==> config.mk <==
export PLATFORM = sky130hd
export DESIGN_NAME = npiu_top
export DESIGN_NICKNAME = d
export VERILOG_FILES = /design/src/rtl/npiu_pin_sync.v /design/src/rtl/npiu_prio_enc.v /design/src/rtl/npiu_top.v
export VERILOG_INCLUDE_DIRS = /design/src /design/src/rtl
export SDC_FILE = /design/constraint.sdc
export NUM_CORES = 1
export LEC_CHECK = 0
export ABC_AREA = 1
export BUFFER_PORTS_ARGS = -buffer_cell sky130_fd_sc_hd__buf_2
export CORE_ASPECT_RATIO = 1.25
export CORE_MARGIN = 1.5
export CORE_UTILIZATION = 50
export DETAILED_ROUTE_END_ITERATION = 6
export PLACE_DENSITY = 0.71
export SYNTH_ARGS = -nofsm -noshare
export SYNTH_HDL_FRONTEND = slang
export SYNTH_SLANG_ARGS = --single-unit
==> constraint.sdc <==
create_clock -name ref_clk -period 22.9 [get_ports ref_clk]
set_input_delay 4.58 -clock ref_clk [delete_from_list [all_inputs] [get_ports ref_clk]]
set_output_delay 4.58 -clock ref_clk [all_outputs]
set_load 0.02 [all_outputs]
==> src/rtl/npiu_regs.vh <==
// Purpose: register offsets, field positions, reset values for the interrupt unit
// Assumes: APB byte addresses, one 32-bit word per register
// Notes: all offsets are local to the unit's APB window
`ifndef NPIU_REGS_VH
`define NPIU_REGS_VH
`define NPIU_OFF_STATUS 12'h000
`define NPIU_OFF_MONITOR 12'h004
`define NPIU_OFF_CTRL 12'h008
`define NPIU_OFF_MASK_LO 12'h00c
`define NPIU_OFF_MASK_HI 12'h010
`define NPIU_OFF_VECTOR 12'h014
`define NPIU_OFF_LEVEL_LO 12'h018
`define NPIU_OFF_LEVEL_HI 12'h01c
`define NPIU_OFF_DEBUG 12'h020
`define NPIU_OFF_CORE 12'h024
`define NPIU_OFF_ESP 12'h028
`define NPIU_OFF_PC 12'h02c
`define NPIU_OFF_PSW 12'h030
`define NPIU_OFF_BASE 12'h034
`define NPIU_OFF_CMD 12'h038
`define NPIU_BIT_ONESHOT 0
`define NPIU_BIT_PIN 1
`define NPIU_BIT_STICKY 2
`define NPIU_BIT_GLOBAL 0
`define NPIU_BIT_LOCAL 1
`define NPIU_BIT_CMD_TAKE 0
`define NPIU_BIT_CMD_RET 1
`define NPIU_BIT_CMD_EI 2
`define NPIU_BIT_CMD_DI 3
`define NPIU_MASK_RST 16'hffff
`define NPIU_STACK_STEP 21'h000004
`define NPIU_NMI_VEC 6'h01
`define NPIU_IRQ_VEC_BASE 6'h10
`endif

==> src/rtl/npiu_pin_sync.v <==
// Purpose: two-flop synchroniser and falling-edge detector for the trap pin
// Assumes: pin is asynchronous to ref_clk
// Notes: first flop feeds only the second flop
`timescale 1ns/10ps
module npiu_pin_sync (
  // clock and reset
  input wire ref_clk,
  input wire rst,
  input wire clk_en,
  // pin and results
  input wire pin_in,
  output reg level_o,
  output wire fall_o
);
  reg meta_r;
  reg sync_r;
  reg prev_r;
  always @(posedge ref_clk or posedge rst) begin
    if (rst) begin
      meta_r <= 1'b1;
      sync_r <= 1'b1;
      prev_r <= 1'b1;
    end else if (clk_en) begin
      meta_r <= pin_in;
      sync_r <= meta_r;
      prev_r <= sync_r;
    end
  end
  always @* begin
    level_o = sync_r;
  end
  assign fall_o = prev_r & ~sync_r;
endmodule // npiu_pin_sync

==> src/rtl/npiu_prio_enc.v <==
// Purpose: fixed-priority encoder over 32 request lines
// Assumes: line 31 highest, line 0 lowest
// Notes: purely combinational
`timescale 1ns/10ps
module npiu_prio_enc (
  // requests
  input wire [31:0] req_i,
  // result
  output reg hit_o,
  output reg [4:0] idx_o
);
  integer i;
  always @* begin
    hit_o = 1'b0;
    idx_o = 5'h00;
    for (i = 0; i < 32; i = i + 1) begin
      if (req_i[i]) begin
        hit_o = 1'b1;
        idx_o = i[4:0];
      end
    end
  end
endmodule // npiu_prio_enc

==> src/rtl/npiu_top.v <==
// Purpose: urgent trap and 27-source maskable interrupt unit with core stack state
// Assumes: APB slave, one clock, async active-high reset
// Notes: stack memory writes are issued as strobes; the core performs them
//
// Function
// - entry pushes pc and status, pointer minus four
// - return restores pc and status, plus four
// - stack grows down, shrinks up
// - falling pin edge raises enabled trap
// - pin synchronised internally
// - trap disabled after reset
// - one-shot bit enables, trap clears it unless sticky set
// - sticky bit cleared only by reset
// - sticky enable allows nested traps
// - one-shot ignored while sticky set
// - 27 level maskable request inputs
// - highest pending enabled request served first
// - line 31 highest, line 0 lowest
// - peripheral enable and mask both required
// - global and local flags gate all
// - line 0 tied to no source
// - lines 31..27 timer sources
// - lines 26..23 versatile timer, 22..19 reserved
// - vector reports highest enabled pending
// - status cleared by reset and read
// - masks reset to all ones
// - control exposes read-only pin level
`timescale 1ns/10ps
`include "npiu_regs.vh"
module npiu_top (
  // clock, reset, enable
  input wire ref_clk,
  input wire rst,
  input wire clk_en,
  // apb slave
  input wire psel,
  input wire penable,
  input wire pwrite,
  input wire [11:0] paddr,
  input wire [31:0] pwdata,
  output reg [31:0] prdata,
  output reg pready,
  output reg pslverr,
  // urgent trap pin, active low
  input wire trap_pin_n,
  // named sources
  input wire timer0_tick,
  input wire timer1_input_a,
  input wire timer1_input_b,
  input wire timer2_input_a,
  input wire timer2_input_b,
  input wire [3:0] versatile_timer_req,
  // remaining sources, lines 18..1, and peripheral enables for all 32 lines
  input wire [17:0] other_req,
  input wire [31:0] periph_en,
  // core side
  output reg irq_req_r,
  output reg [5:0] irq_vec_r,
  output reg trap_req_r,
  output reg push_stb_r,
  output reg pop_stb_r,
  output reg [20:0] stack_addr_r,
  output reg [20:0] dispatch_addr_r
);
  reg [15:0] request_mask_low;
  reg [15:0] request_mask_high;
  reg oneshot_r;
  reg sticky_trap_enable;
  reg urgent_request_status;
  reg urgent_request_monitor;
  reg [11:0] controller_debug_reg;
  reg [1:0] core_status_word;
  reg [20:0] exception_stack_pointer;
  reg [20:0] program_stack_pointer;
  reg [20:0] saved_pc_r;
  reg [1:0] saved_psw_r;
  reg [20:0] dispatch_table_base;
  reg [5:0] winner_vector_field;
  reg [31:0] req_sync1_r;
  reg [31:0] req_lvl_r;
  wire pin_level;
  wire pin_fall;
  wire win_hit;
  wire [4:0] win_idx;
  wire [31:0] raw_req;
  wire [31:0] eligible;
  wire wr_acc;
  wire rd_acc;
  wire trap_armed;
  wire take_irq;
  wire [20:0] tbl_addr;
  wire [20:0] esp_dec;
  wire [20:0] esp_inc;
  wire trap_event;
  wire wr_ctrl;
  wire wr_monitor;
  wire rd_status;
  wire rd_vector;
  wire [5:0] vec_now;

  // table entry address: base plus vector times two
  function [20:0] npiu_entry;
    input [20:0] base;
    input [5:0] vec;
    begin
      npiu_entry = base + {14'h0000, vec, 1'b0};
    end
  endfunction

  // address decode, shared by the write, clear-on-read and read paths
  function npiu_at;
    input [11:0] addr;
    input [11:0] off;
    begin
      npiu_at = (addr == off);
    end
  endfunction

  // vector code: base plus line number, zero when nothing is eligible
  function [5:0] npiu_vec;
    input hit;
    input [4:0] idx;
    begin
      npiu_vec = hit ? (`NPIU_IRQ_VEC_BASE + {1'b0, idx}) : 6'h00;
    end
  endfunction

  assign raw_req = {timer0_tick, timer1_input_a, timer1_input_b, timer2_input_a,
                    timer2_input_b, versatile_timer_req, 4'h0, other_req, 1'b0};

  npiu_pin_sync u_sync (
    .ref_clk(ref_clk),
    .rst(rst),
    .clk_en(clk_en),
    .pin_in(trap_pin_n),
    .level_o(pin_level),
    .fall_o(pin_fall)
  );

  assign eligible = req_lvl_r & periph_en & {request_mask_high, request_mask_low};

  npiu_prio_enc u_enc (
    .req_i(eligible),
    .hit_o(win_hit),
    .idx_o(win_idx)
  );

  assign wr_acc = psel & penable & pwrite & pready;
  assign rd_acc = psel & penable & ~pwrite & pready;
  assign trap_armed = sticky_trap_enable | oneshot_r;
  assign take_irq = win_hit & core_status_word[`NPIU_BIT_GLOBAL]
                    & core_status_word[`NPIU_BIT_LOCAL];
  assign tbl_addr = npiu_entry(dispatch_table_base, winner_vector_field);
  assign esp_dec = exception_stack_pointer - `NPIU_STACK_STEP;
  assign esp_inc = exception_stack_pointer + `NPIU_STACK_STEP;
  assign trap_event = pin_fall & trap_armed;
  assign wr_ctrl = wr_acc & npiu_at(paddr, `NPIU_OFF_CTRL);
  assign wr_monitor = wr_acc & npiu_at(paddr, `NPIU_OFF_MONITOR);
  assign rd_status = rd_acc & npiu_at(paddr, `NPIU_OFF_STATUS);
  assign rd_vector = rd_acc & npiu_at(paddr, `NPIU_OFF_VECTOR);
  // request flag and core vector come from the same cycle, so the core
  // never sees a new request paired with a stale vector
  assign vec_now = npiu_vec(win_hit, win_idx);

  always @(posedge ref_clk or posedge rst) begin
    if (rst) begin
      req_sync1_r <= 32'h00000000;
      req_lvl_r <= 32'h00000000;
    end else if (clk_en) begin
      req_sync1_r <= raw_req;
      req_lvl_r <= req_sync1_r;
    end
  end

  always @(posedge ref_clk or posedge rst) begin
    if (rst) begin
      winner_vector_field <= 6'h00;
    end else if (clk_en) begin
      winner_vector_field <= vec_now;
    end
  end

  // apb answers in the access cycle; one wait-free handshake
  always @(posedge ref_clk or posedge rst) begin
    if (rst) begin
      pready <= 1'b0;
    end else if (clk_en) begin
      pready <= psel & ~penable;
    end
  end

  // trap enables and status
  always @(posedge ref_clk or posedge rst) begin
    if (rst) begin
      oneshot_r <= 1'b0;
      sticky_trap_enable <= 1'b0;
      urgent_request_status <= 1'b0;
      urgent_request_monitor <= 1'b0;
      trap_req_r <= 1'b0;
    end else if (clk_en) begin
      trap_req_r <= trap_event;
      // sticky set by write, cleared only by reset
      if (wr_ctrl && pwdata[`NPIU_BIT_STICKY]) begin
        sticky_trap_enable <= 1'b1;
      end
      // one-shot: trap clears it unless sticky is set, and then beats a write in the same cycle
      if (trap_event && !sticky_trap_enable) begin
        oneshot_r <= 1'b0;
      end else if (wr_ctrl) begin
        oneshot_r <= pwdata[`NPIU_BIT_ONESHOT];
      end
      // every armed edge recorded, nested allowed
      if (trap_event) begin
        urgent_request_status <= 1'b1;
      end else if (rd_status) begin
        urgent_request_status <= 1'b0;
      end
      // an edge in the clearing cycle is kept, so no trap goes unrecorded
      urgent_request_monitor <= urgent_request_monitor | trap_event;
      if (wr_monitor) begin
        urgent_request_monitor <= trap_event;
      end
    end
  end

  // masks, core flags, stack state
  always @(posedge ref_clk or posedge rst) begin
    if (rst) begin
      request_mask_low <= `NPIU_MASK_RST;
      request_mask_high <= `NPIU_MASK_RST;
      core_status_word <= 2'b00;
      exception_stack_pointer <= 21'h000000;
      program_stack_pointer <= 21'h000000;
      saved_pc_r <= 21'h000000;
      saved_psw_r <= 2'b00;
      dispatch_table_base <= 21'h000000;
      controller_debug_reg <= 12'h000;
      irq_req_r <= 1'b0;
      irq_vec_r <= 6'h00;
      push_stb_r <= 1'b0;
      pop_stb_r <= 1'b0;
      stack_addr_r <= 21'h000000;
      dispatch_addr_r <= 21'h000000;
    end else if (clk_en) begin
      push_stb_r <= 1'b0;
      pop_stb_r <= 1'b0;
      irq_req_r <= take_irq;
      irq_vec_r <= vec_now;
      if (take_irq) begin
        controller_debug_reg[11:6] <= vec_now;
      end
      if (rd_vector) begin
        controller_debug_reg[5:0] <= winner_vector_field;
      end
      if (wr_acc) begin
        case (paddr)
          `NPIU_OFF_MASK_LO: request_mask_low <= pwdata[15:0];
          `NPIU_OFF_MASK_HI: request_mask_high <= pwdata[15:0];
          `NPIU_OFF_CORE: core_status_word <= pwdata[1:0];
          `NPIU_OFF_ESP: exception_stack_pointer <= pwdata[20:0];
          `NPIU_OFF_PC: program_stack_pointer <= pwdata[20:0];
          `NPIU_OFF_PSW: saved_pc_r <= pwdata[20:0];
          `NPIU_OFF_BASE: dispatch_table_base <= {5'h00, pwdata[15:1], 1'b0};
          `NPIU_OFF_CMD: begin
            if (pwdata[`NPIU_BIT_CMD_EI]) begin
              core_status_word[`NPIU_BIT_LOCAL] <= 1'b1;
            end
            if (pwdata[`NPIU_BIT_CMD_DI]) begin
              core_status_word[`NPIU_BIT_LOCAL] <= 1'b0;
            end
            if (pwdata[`NPIU_BIT_CMD_TAKE]) begin
              exception_stack_pointer <= esp_dec;
              stack_addr_r <= esp_dec;
              saved_psw_r <= core_status_word;
              push_stb_r <= 1'b1;
              core_status_word[`NPIU_BIT_GLOBAL] <= 1'b0;
              dispatch_addr_r <= tbl_addr;
            end else if (pwdata[`NPIU_BIT_CMD_RET]) begin
              exception_stack_pointer <= esp_inc;
              stack_addr_r <= exception_stack_pointer;
              core_status_word <= saved_psw_r;
              pop_stb_r <= 1'b1;
            end
          end
          default: begin
          end
        endcase
      end
    end
  end

  // read mux and error on unmapped address
  always @(posedge ref_clk or posedge rst) begin
    if (rst) begin
      prdata <= 32'h00000000;
      pslverr <= 1'b0;
    end else if (clk_en) begin
      pslverr <= 1'b0;
      prdata <= 32'h00000000;
      if (psel && !penable) begin
        case (paddr)
          `NPIU_OFF_STATUS: prdata <= {31'h00000000, urgent_request_status};
          `NPIU_OFF_MONITOR: prdata <= {31'h00000000, urgent_request_monitor};
          `NPIU_OFF_CTRL: prdata <= {29'h00000000, sticky_trap_enable, pin_level, oneshot_r};
          `NPIU_OFF_MASK_LO: prdata <= {16'h0000, request_mask_low};
          `NPIU_OFF_MASK_HI: prdata <= {16'h0000, request_mask_high};
          `NPIU_OFF_VECTOR: prdata <= {26'h0000000, winner_vector_field};
          `NPIU_OFF_LEVEL_LO: prdata <= {16'h0000, req_lvl_r[15:0]};
          `NPIU_OFF_LEVEL_HI: prdata <= {16'h0000, req_lvl_r[31:16]};
          `NPIU_OFF_DEBUG: prdata <= {20'h00000, controller_debug_reg};
          `NPIU_OFF_CORE: prdata <= {30'h00000000, core_status_word};
          `NPIU_OFF_ESP: prdata <= {11'h000, exception_stack_pointer};
          `NPIU_OFF_PC: prdata <= {11'h000, program_stack_pointer};
          `NPIU_OFF_PSW: prdata <= {11'h000, saved_pc_r};
          `NPIU_OFF_BASE: prdata <= {11'h000, dispatch_table_base};
          `NPIU_OFF_CMD: prdata <= 32'h00000000;
          default: pslverr <= 1'b1;
        endcase
      end else begin
        pslverr <= 1'b0;
      end
    end
  end
endmodule // npiu_top

==> flow_summary.json, run 1 <==
{
  "critPathKind": "input pin to flip-flop",
  "die_h_um": 182.7,
  "path_max_fanout": 24,
  "final_util_pct": 58.44,
  "maximum_number_of_pins_on_one_net_before_global_route_repair": 112,
  "netlist-cell-type-count": 63,
  "regArea_um2": 6475,
  "finalSetupTns_ns": 0,
  "reg2reg_from": "irq_vec_r[0]$_DFFE_PP0P_",
  "ctsHtreeMaxLevel": 1,
  "layout.cells.most_common": "sky130_fd_sc_hd__nand2_1",
  "cts.reportedPaths.clkPinSlew_ns": 0.07,
  "areaGrowthSynthToFinish_pct": 14.42,
  "yosys_warnings": 0,
  "global_route.usage.total_pct": 28.68,
  "power.density_nw_per_um2": 66.31,
  "syn_area_um2": 12920,
  "cts_tree": "done",
  "r2r-end": "dispatch_addr_r[15]$_DFFE_PP0P_",
  "seq_area_frac_synth_pct": 50.12,
  "io_pins": 196,
  "top_regs": "req_lvl_r: 27 flops, req_sync1_r: 27 flops",
  "worstSetupEndpointType": "flip-flop",
  "route.final.wire_length_mm": 37.88,
  "synth_edf_count": 0,
  "ctsLongestPathBuffers": 3,
  "synth-async-reset-ratio_pct": 100.0,
  "cts_root_buf": "sky130_fd_sc_hd__clkbuf_16",
  "multi_input_comb_area_um2": 5505,
  "postSynthRegisterBits": 257,
  "route.detailed.drc": 0,
  "grt_pass1_vias": 11010,
  "nFillCells": 2348,
  "startpoint_type": "input pin",
  "max-slew-margin-rel_pct": 30.60,
  "worstHoldEndpoint": "u_sync.meta_r$_DFFE_PP1P_",
  "post_drt_via_cell_ratio": 5.577,
  "max-vdd-ir-drop_mv": 0.06253,
  "finalClockSkew_ns": 0.01633,
  "fin_crit_sh_pct": 33.80,
  "hold_path_start": "u_sync.meta_r$_DFFE_PP1P_",
  "timing.max_cap.violations": 0,
  "starting_utilization_of_the_core_area_pct": 51.08,
  "antenna_found_initial": 0,
  "critPathRequiredTime_ns": 23.31,
  "clock_sinks": 257,
  "via_count": 11280,
  "hold_viol_final": 0,
  "run_status": "complete, no violations",
  "hold-worst-slack_ns": 0.4618,
  "wire_length_of_the_first_global_routing_pass_mm": 60.03,
  "most_used_flip_flop_cell_after_synthesis": "sky130_fd_sc_hd__dfrtp_1",
  "total_power_mw": 0.9802,
  "pre_cts_slack_ns": 14.74,
  "synth_area_per_cell_um2": 8.389,
  "setup-violations-final": 0,
  "cell_count_of_the_worst_hold_path": 2,
  "layout_common_cells": "405 x sky130_fd_sc_hd__nand2_1, 222 x sky130_fd_sc_hd__dfrtp_1, 168 x sky130_fd_sc_hd__o21ai_0",
  "fraction_of_layout_instances_using_a_drive_strength_above_1_pct": 18.78,
  "die_width_um": 146.8,
  "coreArea_um2": 25290,
  "dieArea_um2": 26820,
  "hold_buffers": 0,
  "grt_setup_unrepaired": "false",
  "tritoncts.num_buffers": 26,
  "detailed_route_iter0_violations": 1065,
  "post_cts.repair.setup_buffers": 0,
  "synthCells": 1540,
  "finalMaxSlewViolations": 0,
  "static-leakage-power_nw": 6.998,
  "type_of_the_tightest_min_delay_check": "flip-flop to flip-flop",
  "worstMarginPinSlew_ns": 1.038,
  "num-nets-final": 1789,
  "final_antenna_net_count": 0,
  "register_to_register_setup_slack_ns": 19.78,
  "reg2reg_depth": 13,
  "detailedPlacementHpwl_mm": 27.89,
  "placement.io_buffers": 163,
  "post-route-worst-setup-slack_ns": 15.16,
  "place.gp.congestion": 0.9518,
  "post-route-min-period_ns": 7.740,
  "n_antenna_cell": 0,
  "routed_wirelength_normalized_by_instance_count_um": 18.72,
  "timing_limited_maximum_frequency_mhz": 129.2,
  "cts_resized": 0,
  "rows": 65,
  "globalRoute.totalOverflow": 0,
  "critical_path_arrival_ns": 8.15,
  "clk_latency_ns": 0.54,
  "detail_route.first_pass.iterations": 5
}
final cells by class:
| class | instances | area share (%) |
|---|---|---|
| well taps | 335 | 2.836 |
| inverters | 149 | 3.851 |
| repair buffers | 172 | 5.976 |
| flip-flops and latches | 257 | 43.80 |
| clock inverters | 4 | 0.4740 |
| clock buffers | 44 | 5.815 |
| multi-input cells | 1062 | 37.24 |
cell families (layout without fill, tap and decap cells):
kind of cell	count (synthesis)	count (layout)	synth area share, %
buf+inv	236	369	7.700
flops	257	257	50.12
compound gates	356	356	16.54
mux	5	5	0.4358
xor+xnor	20	20	1.356
fa+ha+maj	11	11	1.123
other cells	1	16	0.02903
simple gates	654	654	22.69
cell usage after synthesis, types with 10 or more instances:
cell type,n,area (um^2)
sky130_fd_sc_hd__a221oi_1,34,297.8
sky130_fd_sc_hd__clkbuf_1,47,176.4
sky130_fd_sc_hd__buf_4,21,157.7
sky130_fd_sc_hd__o31ai_1,10,75.07
sky130_fd_sc_hd__buf_2,16,80.08
sky130_fd_sc_hd__ha_1,10,125.1
sky130_fd_sc_hd__dfstp_2,35,919.6
sky130_fd_sc_hd__inv_1,133,499.2
sky130_fd_sc_hd__dfrtp_1,222,5555
sky130_fd_sc_hd__xor2_1,13,113.9
sky130_fd_sc_hd__a21oi_1,36,180.2
sky130_fd_sc_hd__nand4_1,15,93.84
sky130_fd_sc_hd__nand3_1,72,360.4
sky130_fd_sc_hd__o21ai_0,168,840.8
sky130_fd_sc_hd__a22o_1,12,105.1
sky130_fd_sc_hd__inv_2,15,56.30
sky130_fd_sc_hd__nor3_1,28,140.1
sky130_fd_sc_hd__nand2_1,405,1520
sky130_fd_sc_hd__o21ai_1,45,225.2
sky130_fd_sc_hd__nor2_1,83,311.6
per-stage QoR:
step,std cells,cell area [um^2]
6_report,2023,14780
4_1_cts,2023,14780
2_1_floorplan,1555,12970
5_1_grt,2023,14780
3_5_place_dp,1975,13850
3_3_place_gp,1975,13850
power breakdown:
part           switching (mW)  leakage, nW  internal, mW
Clock                   0.178        0.461         0.276
Combinational          0.0400         3.23        0.0141
Sequential            0.00607         3.30         0.466
worst max-delay path by stage:
| stage | startpoint | slack, ns | cells past startpoint | end |
|---|---|---|---|---|
| 6_report | paddr[9] | 15.16 | 10 | program_stack_pointer[3]$_DFFE_PP0P_ |
| 3_5_place_dp | paddr[9] | 14.74 | 11 | exception_stack_pointer[18]$_DFFE_PP0P_ |
| 3_3_place_gp | paddr[9] | 14.74 | 11 | exception_stack_pointer[18]$_DFFE_PP0P_ |
| 4_1_cts | paddr[9] | 15.30 | 11 | exception_stack_pointer[18]$_DFFE_PP0P_ |
| 2_1_floorplan | rst | 11.31 | 1 | controller_debug_reg[0]$_DFFE_PP0P_ |
| 5_1_grt | paddr[9] | 15.06 | 9 | program_stack_pointer[4]$_DFFE_PP0P_ |
worst max-delay path, cell delays in order:
cell,delay (ns)
sky130_fd_sc_hd__buf_2,0.11
sky130_fd_sc_hd__nor4_4,0.78
sky130_fd_sc_hd__inv_2,0.30
sky130_fd_sc_hd__nor2_4,0.20
sky130_fd_sc_hd__nand2_1,0.38
sky130_fd_sc_hd__nor2_4,0.64
sky130_fd_sc_hd__nand2_1,0.54
sky130_fd_sc_hd__buf_4,0.41
sky130_fd_sc_hd__nand2_1,0.08
sky130_fd_sc_hd__o21ai_0,0.09
per-layer routing:
layer	routed length [um]	GRT usage, %	up-vias	part of all wire (%)
li1	-	-	5383	-
met1	16100	38.58	5383	42
met2	18170	48.40	444	48
met3	2437	3.050	73	6.4
met4	1176	9.818	0	3.1
met5	0	0	-	0
No activity file was read; power rests on OpenSTA's default activity.
==> inputs of run 2 (changes only) <==
- PLACE_DENSITY: 0.71 -> 0.74
- clock period: 22.9 -> 6.7 ns (I/O delays scaled with it)
==> run 2 against run 1 <==
The run now ends with design-rule violations left. Count of clock-buffer cells in the layout shrank 10. Combinational power grew to 3.5 times the previous value. Sequential share of layout area hardly changed. First-iteration DRC count increased by 4.8%. Largest power group unchanged. Non-clock buffer count rose by 3. Cell count is 0.25% higher. Via count up 1.7%. Total power grew to 3.4 times the previous value.
==> flow_summary.json, run 2 (same netlist as run 1, synthesis figures left out) <==
{
  "run_status": "complete, but fails checks",
  "violations": "design-rule violations",
  "post-route-min-period_ns": 4.308,
  "met2_usage_pct": 47.58,
  "power.density_nw_per_um2": 225.3,
  "grt_setup_unrepaired": "false",
  "critical_path_arrival_ns": 4.80,
  "clock_sinks": 257,
  "register_to_register_setup_slack_ns": 3.50,
  "cts_resized": 0,
  "hold-worst-slack_ns": 0.4646,
  "startpoint_type": "input pin",
  "timing.critical_path.cells": "buf_2, nor4_4, inv_2, nor3_1, nor4_1, o2111ai_1, nand3_1, inv_2, a22o_1",
  "final_util_pct": 58.45,
  "total_power_mw": 3.330,
  "coreArea_um2": 25290,
  "die_width_um": 146.8,
  "detail_route.first_pass.iterations": 7,
  "dieArea_um2": 26820,
  "power_frac_seq_pct": 48.4,
  "globalRoute.totalOverflow": 0,
  "critPathRequiredTime_ns": 7.19,
  "post-place-cells": 1978,
  "multi_input_comb_area_um2": 5505,
  "critical-path-top-cell-by-count": "sky130_fd_sc_hd__inv_2",
  "place_area_um2": 13880,
  "critPathKind": "input pin to flip-flop",
  "fin_area_um2": 14780,
  "areaGrowthSynthToFinish_pct": 14.44,
  "static-leakage-power_nw": 6.989,
  "critPathSlowestCell": "sky130_fd_sc_hd__nor4_4",
  "cts_root_buf": "sky130_fd_sc_hd__clkbuf_16",
  "detailedPlacementHpwl_mm": 28.32,
  "placement.io_buffers": 163,
  "clk_latency_ns": 0.56,
  "fraction_of_layout_instances_using_a_drive_strength_above_1_pct": 19.08,
  "regArea_um2": 6475,
  "worst_path_largest_cell_delay_ns": 0.79,
  "fin_crit_sh_pct": 64.29,
  "post_drt_via_cell_ratio": 5.658,
  "hold_viol_final": 0,
  "starting_utilization_of_the_core_area_pct": 51.08,
  "io_pins": 196,
  "finalMaxSlewViolations": 0,
  "cts_tree": "done",
  "place.gp.congestion": 0.9254,
  "die_h_um": 182.7,
  "tritoncts.num_buffers": 27,
  "combinational_cell_fraction_of_total_power_pct": 5.6,
  "grt_pass1_vias": 11010,
  "netSwitchingPower_mw": 0.7995,
  "path_max_fanout": 15,
  "post_cts.repair.setup_buffers": 0,
  "worstSetupEndpointType": "flip-flop",
  "pwr-share-clk_pct": 45.9,
  "global_route.usage.met1_pct": 40.27,
  "worstMarginPinSlew_ns": 1.032,
  "layout.cells.most_common": "sky130_fd_sc_hd__nand2_1",
  "cts.reportedPaths.clkPinSlew_ns": 0.06,
  "global_route.usage.total_pct": 29.43,
  "layout_common_cells": "405 x sky130_fd_sc_hd__nand2_1, 222 x sky130_fd_sc_hd__dfrtp_1, 168 x sky130_fd_sc_hd__o21ai_0",
  "detailed_route_iter0_violations": 1116,
  "sw_frac_of_total_pct": 24.01,
  "hold_buffers": 0,
  "max-slew-margin-rel_pct": 31.02,
  "top_regs": "req_lvl_r: 27 flops, req_sync1_r: 27 flops",
  "rows": 65,
  "finalClockSkew_ns": 0.01631,
  "ctsHtreeMaxLevel": 1,
  "timing.max_cap.violations": 0,
  "max-vdd-ir-drop_mv": 0.1923,
  "finalSetupTns_ns": 0,
  "type_of_the_tightest_min_delay_check": "flip-flop to flip-flop",
  "route.final.wire_length_mm": 38.75,
  "ctsLongestPathBuffers": 3,
  "finish.cell_count_without_fillers": 2028,
  "pre_cts_slack_ns": 1.997,
  "wire_length_of_the_first_global_routing_pass_mm": 61.27,
  "route.detailed.drc": 1,
  "grt_use_met3_pct": 2.725,
  "num-nets-final": 1793,
  "setup-violations-final": 0,
  "post-route-worst-setup-slack_ns": 2.392,
  "final_antenna_net_count": 0,
  "timing_limited_maximum_frequency_mhz": 232.1,
  "routed_wirelength_normalized_by_instance_count_um": 19.11,
  "nFillCells": 2344,
  "n_antenna_cell": 0,
  "busiest_layer": "met2",
  "internal_power_mw": 2.531,
  "maximum_number_of_pins_on_one_net_before_global_route_repair": 171,
  "antenna_found_initial": 0,
  "via_count": 11470
}
==> run 2: changes by cell type in the layout (fill, tap and decap cells not counted), sizes merged <==
cell and change:
clkbuf -10, clkinv +6, clkinvlp +5, buf +3, bufinv +1
==> run 2: critical path, delay by kind of cell <==
kind	cells	cell delay, ns
AND/OR/NAND/NOR	4	2.10
AO/OA/AOI/OAI	2	0.37
buffers and inverters	3	0.96
==> run 2: area by class of cell <==
type,count,area share [%]
sequential,257,43.80
multi-input combinational,1062,37.24
timing repair buffer,175,6.212
clock buffer,34,4.951
inverter,149,3.825
tap,335,2.835
clock inverter,16,1.143
==> run 2: per-layer routing <==
metal  vias to the layer above  routed length (um)
li1                       5405                   -
met1                      5506               16480
met2                       469               18010
met3                        94                2464
met4                         0                1798
met5                         -                   0
==> run 2: path summary, 6_finish.rpt <==
kind / start / end / cells past startpoint
setup / recovery: paddr[9] / prdata[0]$_DFFE_PP0P_ / 9
hold / removal: u_sync.meta_r$_DFFE_PP1P_ / u_sync.meta_r$_DFFE_PP1P_ / 2
setup reg to reg: irq_vec_r[0]$_DFFE_PP0P_ / dispatch_addr_r[15]$_DFFE_PP0P_ / 13
hold reg to reg: u_sync.meta_r$_DFFE_PP1P_ / u_sync.meta_r$_DFFE_PP1P_ / 2
max in group asynchronous: rst / req_lvl_r[1]$_DFFE_PP0P_ / 3
min in group asynchronous: rst / prdata[20]$_DFFE_PP0P_ / 2
==> run 2: power groups by stage <==
stage / clock network (mW) / logic (mW) / registers (mW)
finish: 1.53 / 0.187 / 1.61
CTS: 1.55 / 0.188 / 1.61
global route: 1.62 / 0.212 / 1.62
global placement: 0 / 0.185 / 1.64
detailed placement: 0 / 0.187 / 1.64
floorplan: 0 / 0.114 / 1.64
==> inputs of run 3 (changes only) <==
- ABC_AREA: 1 -> 0
- PLACE_DENSITY: 0.74 -> 0.71
- clock period: 6.7 -> 4.2 ns (I/O delays scaled with it)
==> run 3 against run 2 <==
The run now ends clean. Combinational power up 87%. Die area up 0.67%. Highest routed layer unchanged. Clock skew up 0.0035 ns. Global-route usage down 1.5 points.
==> flow_summary.json, run 3 <==
{
  "worstSetupEndpointType": "flip-flop",
  "cts_root_buf": "sky130_fd_sc_hd__clkbuf_16",
  "synth-async-reset-ratio_pct": 100.0,
  "route.final.wire_length_mm": 37.11,
  "synthCells": 1182,
  "critPathRequiredTime_ns": 4.62,
  "global_route.usage.total_pct": 27.94,
  "wire_length_of_the_first_global_routing_pass_mm": 58.21,
  "antenna_found_initial": 0,
  "ys_top_cells_by_area": "sky130_fd_sc_hd__dfrtp_1 43%, sky130_fd_sc_hd__mux2_2 14%, sky130_fd_sc_hd__dfstp_2 7.1%, sky130_fd_sc_hd__o21ai_0 3.0%, sky130_fd_sc_hd__nand2_1 2.6%",
  "ctsLongestPathBuffers": 3,
  "busiest_layer": "met2",
  "pre_cts_slack_ns": 0.6128,
  "fraction_of_layout_instances_using_a_drive_strength_above_1_pct": 34.62,
  "critPathKind": "input pin to flip-flop",
  "top_regs": "req_lvl_r: 27 flops, req_sync1_r: 27 flops",
  "synth_edf_count": 0,
  "synth_largest_area_cell": "sky130_fd_sc_hd__dfrtp_1",
  "timing.max_cap.violations": 0,
  "synth_area_per_cell_um2": 11.00,
  "final_antenna_net_count": 0,
  "post-route-worst-setup-slack_ns": 1.138,
  "cts_resized": 0,
  "coreArea_um2": 25370,
  "post_cts.repair.setup_buffers": 0,
  "die_h_um": 183.3,
  "type_of_the_tightest_min_delay_check": "input pin to asynchronous set/reset pin",
  "setup-violations-final": 0,
  "fin_crit_sh_pct": 72.92,
  "register_to_register_setup_slack_ns": 1.32,
  "starting_utilization_of_the_core_area_pct": 51.26,
  "tritoncts.num_buffers": 27,
  "layout_common_cells": "222 x sky130_fd_sc_hd__dfrtp_1, 165 x sky130_fd_sc_hd__mux2_2, 163 x sky130_fd_sc_hd__buf_2",
  "io_pins": 196,
  "area_share_of_the_largest_cell_type_after_synthesis_pct": 42.71,
  "layout.cells.most_common": "sky130_fd_sc_hd__dfrtp_1",
  "grt_use_met3_pct": 3.458,
  "yosysMostFrequentCell": "sky130_fd_sc_hd__dfrtp_1",
  "max-vdd-ir-drop_mv": 0.2905,
  "n_antenna_cell": 0,
  "synth.cells.most_frequent": "222 x sky130_fd_sc_hd__dfrtp_1, 165 x sky130_fd_sc_hd__mux2_2, 91 x sky130_fd_sc_hd__nand2_1",
  "met2_usage_pct": 45.75,
  "post-route-min-period_ns": 3.063,
  "cts_tree": "done",
  "fin_area_um2": 15060,
  "most_used_flip_flop_cell_after_synthesis": "sky130_fd_sc_hd__dfrtp_1",
  "static-leakage-power_nw": 6.936,
  "detailedPlacementHpwl_mm": 27.65,
  "hold_viol_final": 0,
  "syn_area_um2": 13010,
  "globalRoute.totalOverflow": 0,
  "max-slew-margin-rel_pct": 47.81,
  "clk_latency_ns": 0.54,
  "cts.reportedPaths.clkPinSlew_ns": 0.06,
  "placement.io_buffers": 163,
  "areaGrowthSynthToFinish_pct": 15.77,
  "yosys_warnings": 0,
  "path_max_fanout": 25,
  "finalClockSkew_ns": 0.01983,
  "place_area_um2": 14220,
  "reg2reg_depth": 6,
  "finalSetupTns_ns": 0,
  "maximum_number_of_pins_on_one_net_before_global_route_repair": 106,
  "detailed_route_iter0_violations": 793,
  "timing_limited_maximum_frequency_mhz": 326.5,
  "ctsHtreeMaxLevel": 1,
  "postSynthRegisterBits": 257,
  "via_count": 10120,
  "detail_route.first_pass.iterations": 5,
  "post_drt_via_cell_ratio": 5.999,
  "netlist-cell-type-count": 79,
  "hold-worst-slack_ns": 0.3794,
  "route.detailed.drc": 0,
  "startpoint_type": "input pin",
  "finalMaxSlewViolations": 0,
  "power.density_nw_per_um2": 347.0,
  "grt_setup_unrepaired": "false",
  "r2r-end": "exception_stack_pointer[19]$_DFFE_PP0P_",
  "die_width_um": 147.3,
  "global_route.usage.met1_pct": 37.89,
  "grt_pass1_vias": 9958,
  "clock_sinks": 257,
  "routed_wirelength_normalized_by_instance_count_um": 22.00,
  "hold_buffers": 0,
  "dieArea_um2": 27000,
  "total_power_mw": 5.224,
  "rows": 65,
  "seq_area_frac_synth_pct": 49.78,
  "run_status": "complete, no violations",
  "critical_path_arrival_ns": 3.49,
  "num-nets-final": 1453,
  "worstMarginPinSlew_ns": 0.7631,
  "place.gp.congestion": 0.9921,
  "reg2reg_from": "exception_stack_pointer[10]$_DFFE_PP0P_"
}
==> run 3: cell count changes after synthesis, moves of 42 or more <==
cell                      before  now
sky130_fd_sc_hd__nor2_1       83   28
sky130_fd_sc_hd__inv_1       133   27
sky130_fd_sc_hd__mux2_2        4  165
sky130_fd_sc_hd__o21ai_1      45    3
sky130_fd_sc_hd__o21ai_0     168   78
sky130_fd_sc_hd__nand2_1     405   91
==> run 3: layout make-up <==
type                       instances  area [um^2]
clock inverter                    11        62.56
fill                            2156        10320
multi-input combinational        819         6096
timing repair buffer             198         1116
clock buffer                      38        777.0
sequential                       257         6475
tap                              335        419.2
inverter                          29        112.6
==> run 3: stage by stage <==
stage	cells	utilization [%]
after global routing	1687	59.34
after global placement	1638	56.04
after CTS	1687	59.34
after detailed placement	1638	56.04
after floorplan	1197	-
final	1687	59.34
==> run 3: logic make-up after synthesis <==
logic type               after synthesis  share of synthesized area (%)
flip-flops                           257                          49.78
AND/OR/NAND/NOR                      298                          12.07
other                                  1                        0.02883
XOR/XNOR                              29                          1.953
multiplexers                         193                          16.73
buffers and inverters                121                          4.107
adder cells (fa/ha/maj)               11                          1.116
AO/OA/AOI/OAI                        272                          14.22
==> run 3: how the worst max path moves through the flow <==
stage	endpoint	slack, ns	start
after floorplan	controller_debug_reg[0]$_DFFE_PP0P_	0.003	rst
after global routing	saved_psw_r[0]$_DFFE_PP0P_	1.06	paddr[1]
final	saved_psw_r[0]$_DFFE_PP0P_	1.14	paddr[1]
after CTS	saved_psw_r[0]$_DFFE_PP0P_	1.18	paddr[1]
after global placement	dispatch_addr_r[1]$_DFFE_PP0P_	0.63	paddr[1]
after detailed placement	dispatch_addr_r[1]$_DFFE_PP0P_	0.61	paddr[1]
==> run 3: per-layer routing <==
layer	part of all wire, %	wire [um]	vias up
li1	-	-	4633
met1	43	15800	4992
met2	48	17760	417
met3	5.9	2195	79
met4	3.7	1355	0
met5	0	0	-
==> run 3: worst max-delay path: stages <==
cell                     delay, ns
sky130_fd_sc_hd__buf_2        0.10
sky130_fd_sc_hd__or4_1        0.69
sky130_fd_sc_hd__or4_1        0.51
sky130_fd_sc_hd__or2_1        0.28
sky130_fd_sc_hd__or3_1        0.66
sky130_fd_sc_hd__mux2_2       0.40
==> run 3: report_power, final <==
part	internal [mW]	leakage, nW	switching [mW]
clock	1.29	0.425	0.977
combinational	0.138	3.22	0.211
sequential	2.55	3.29	0.0601
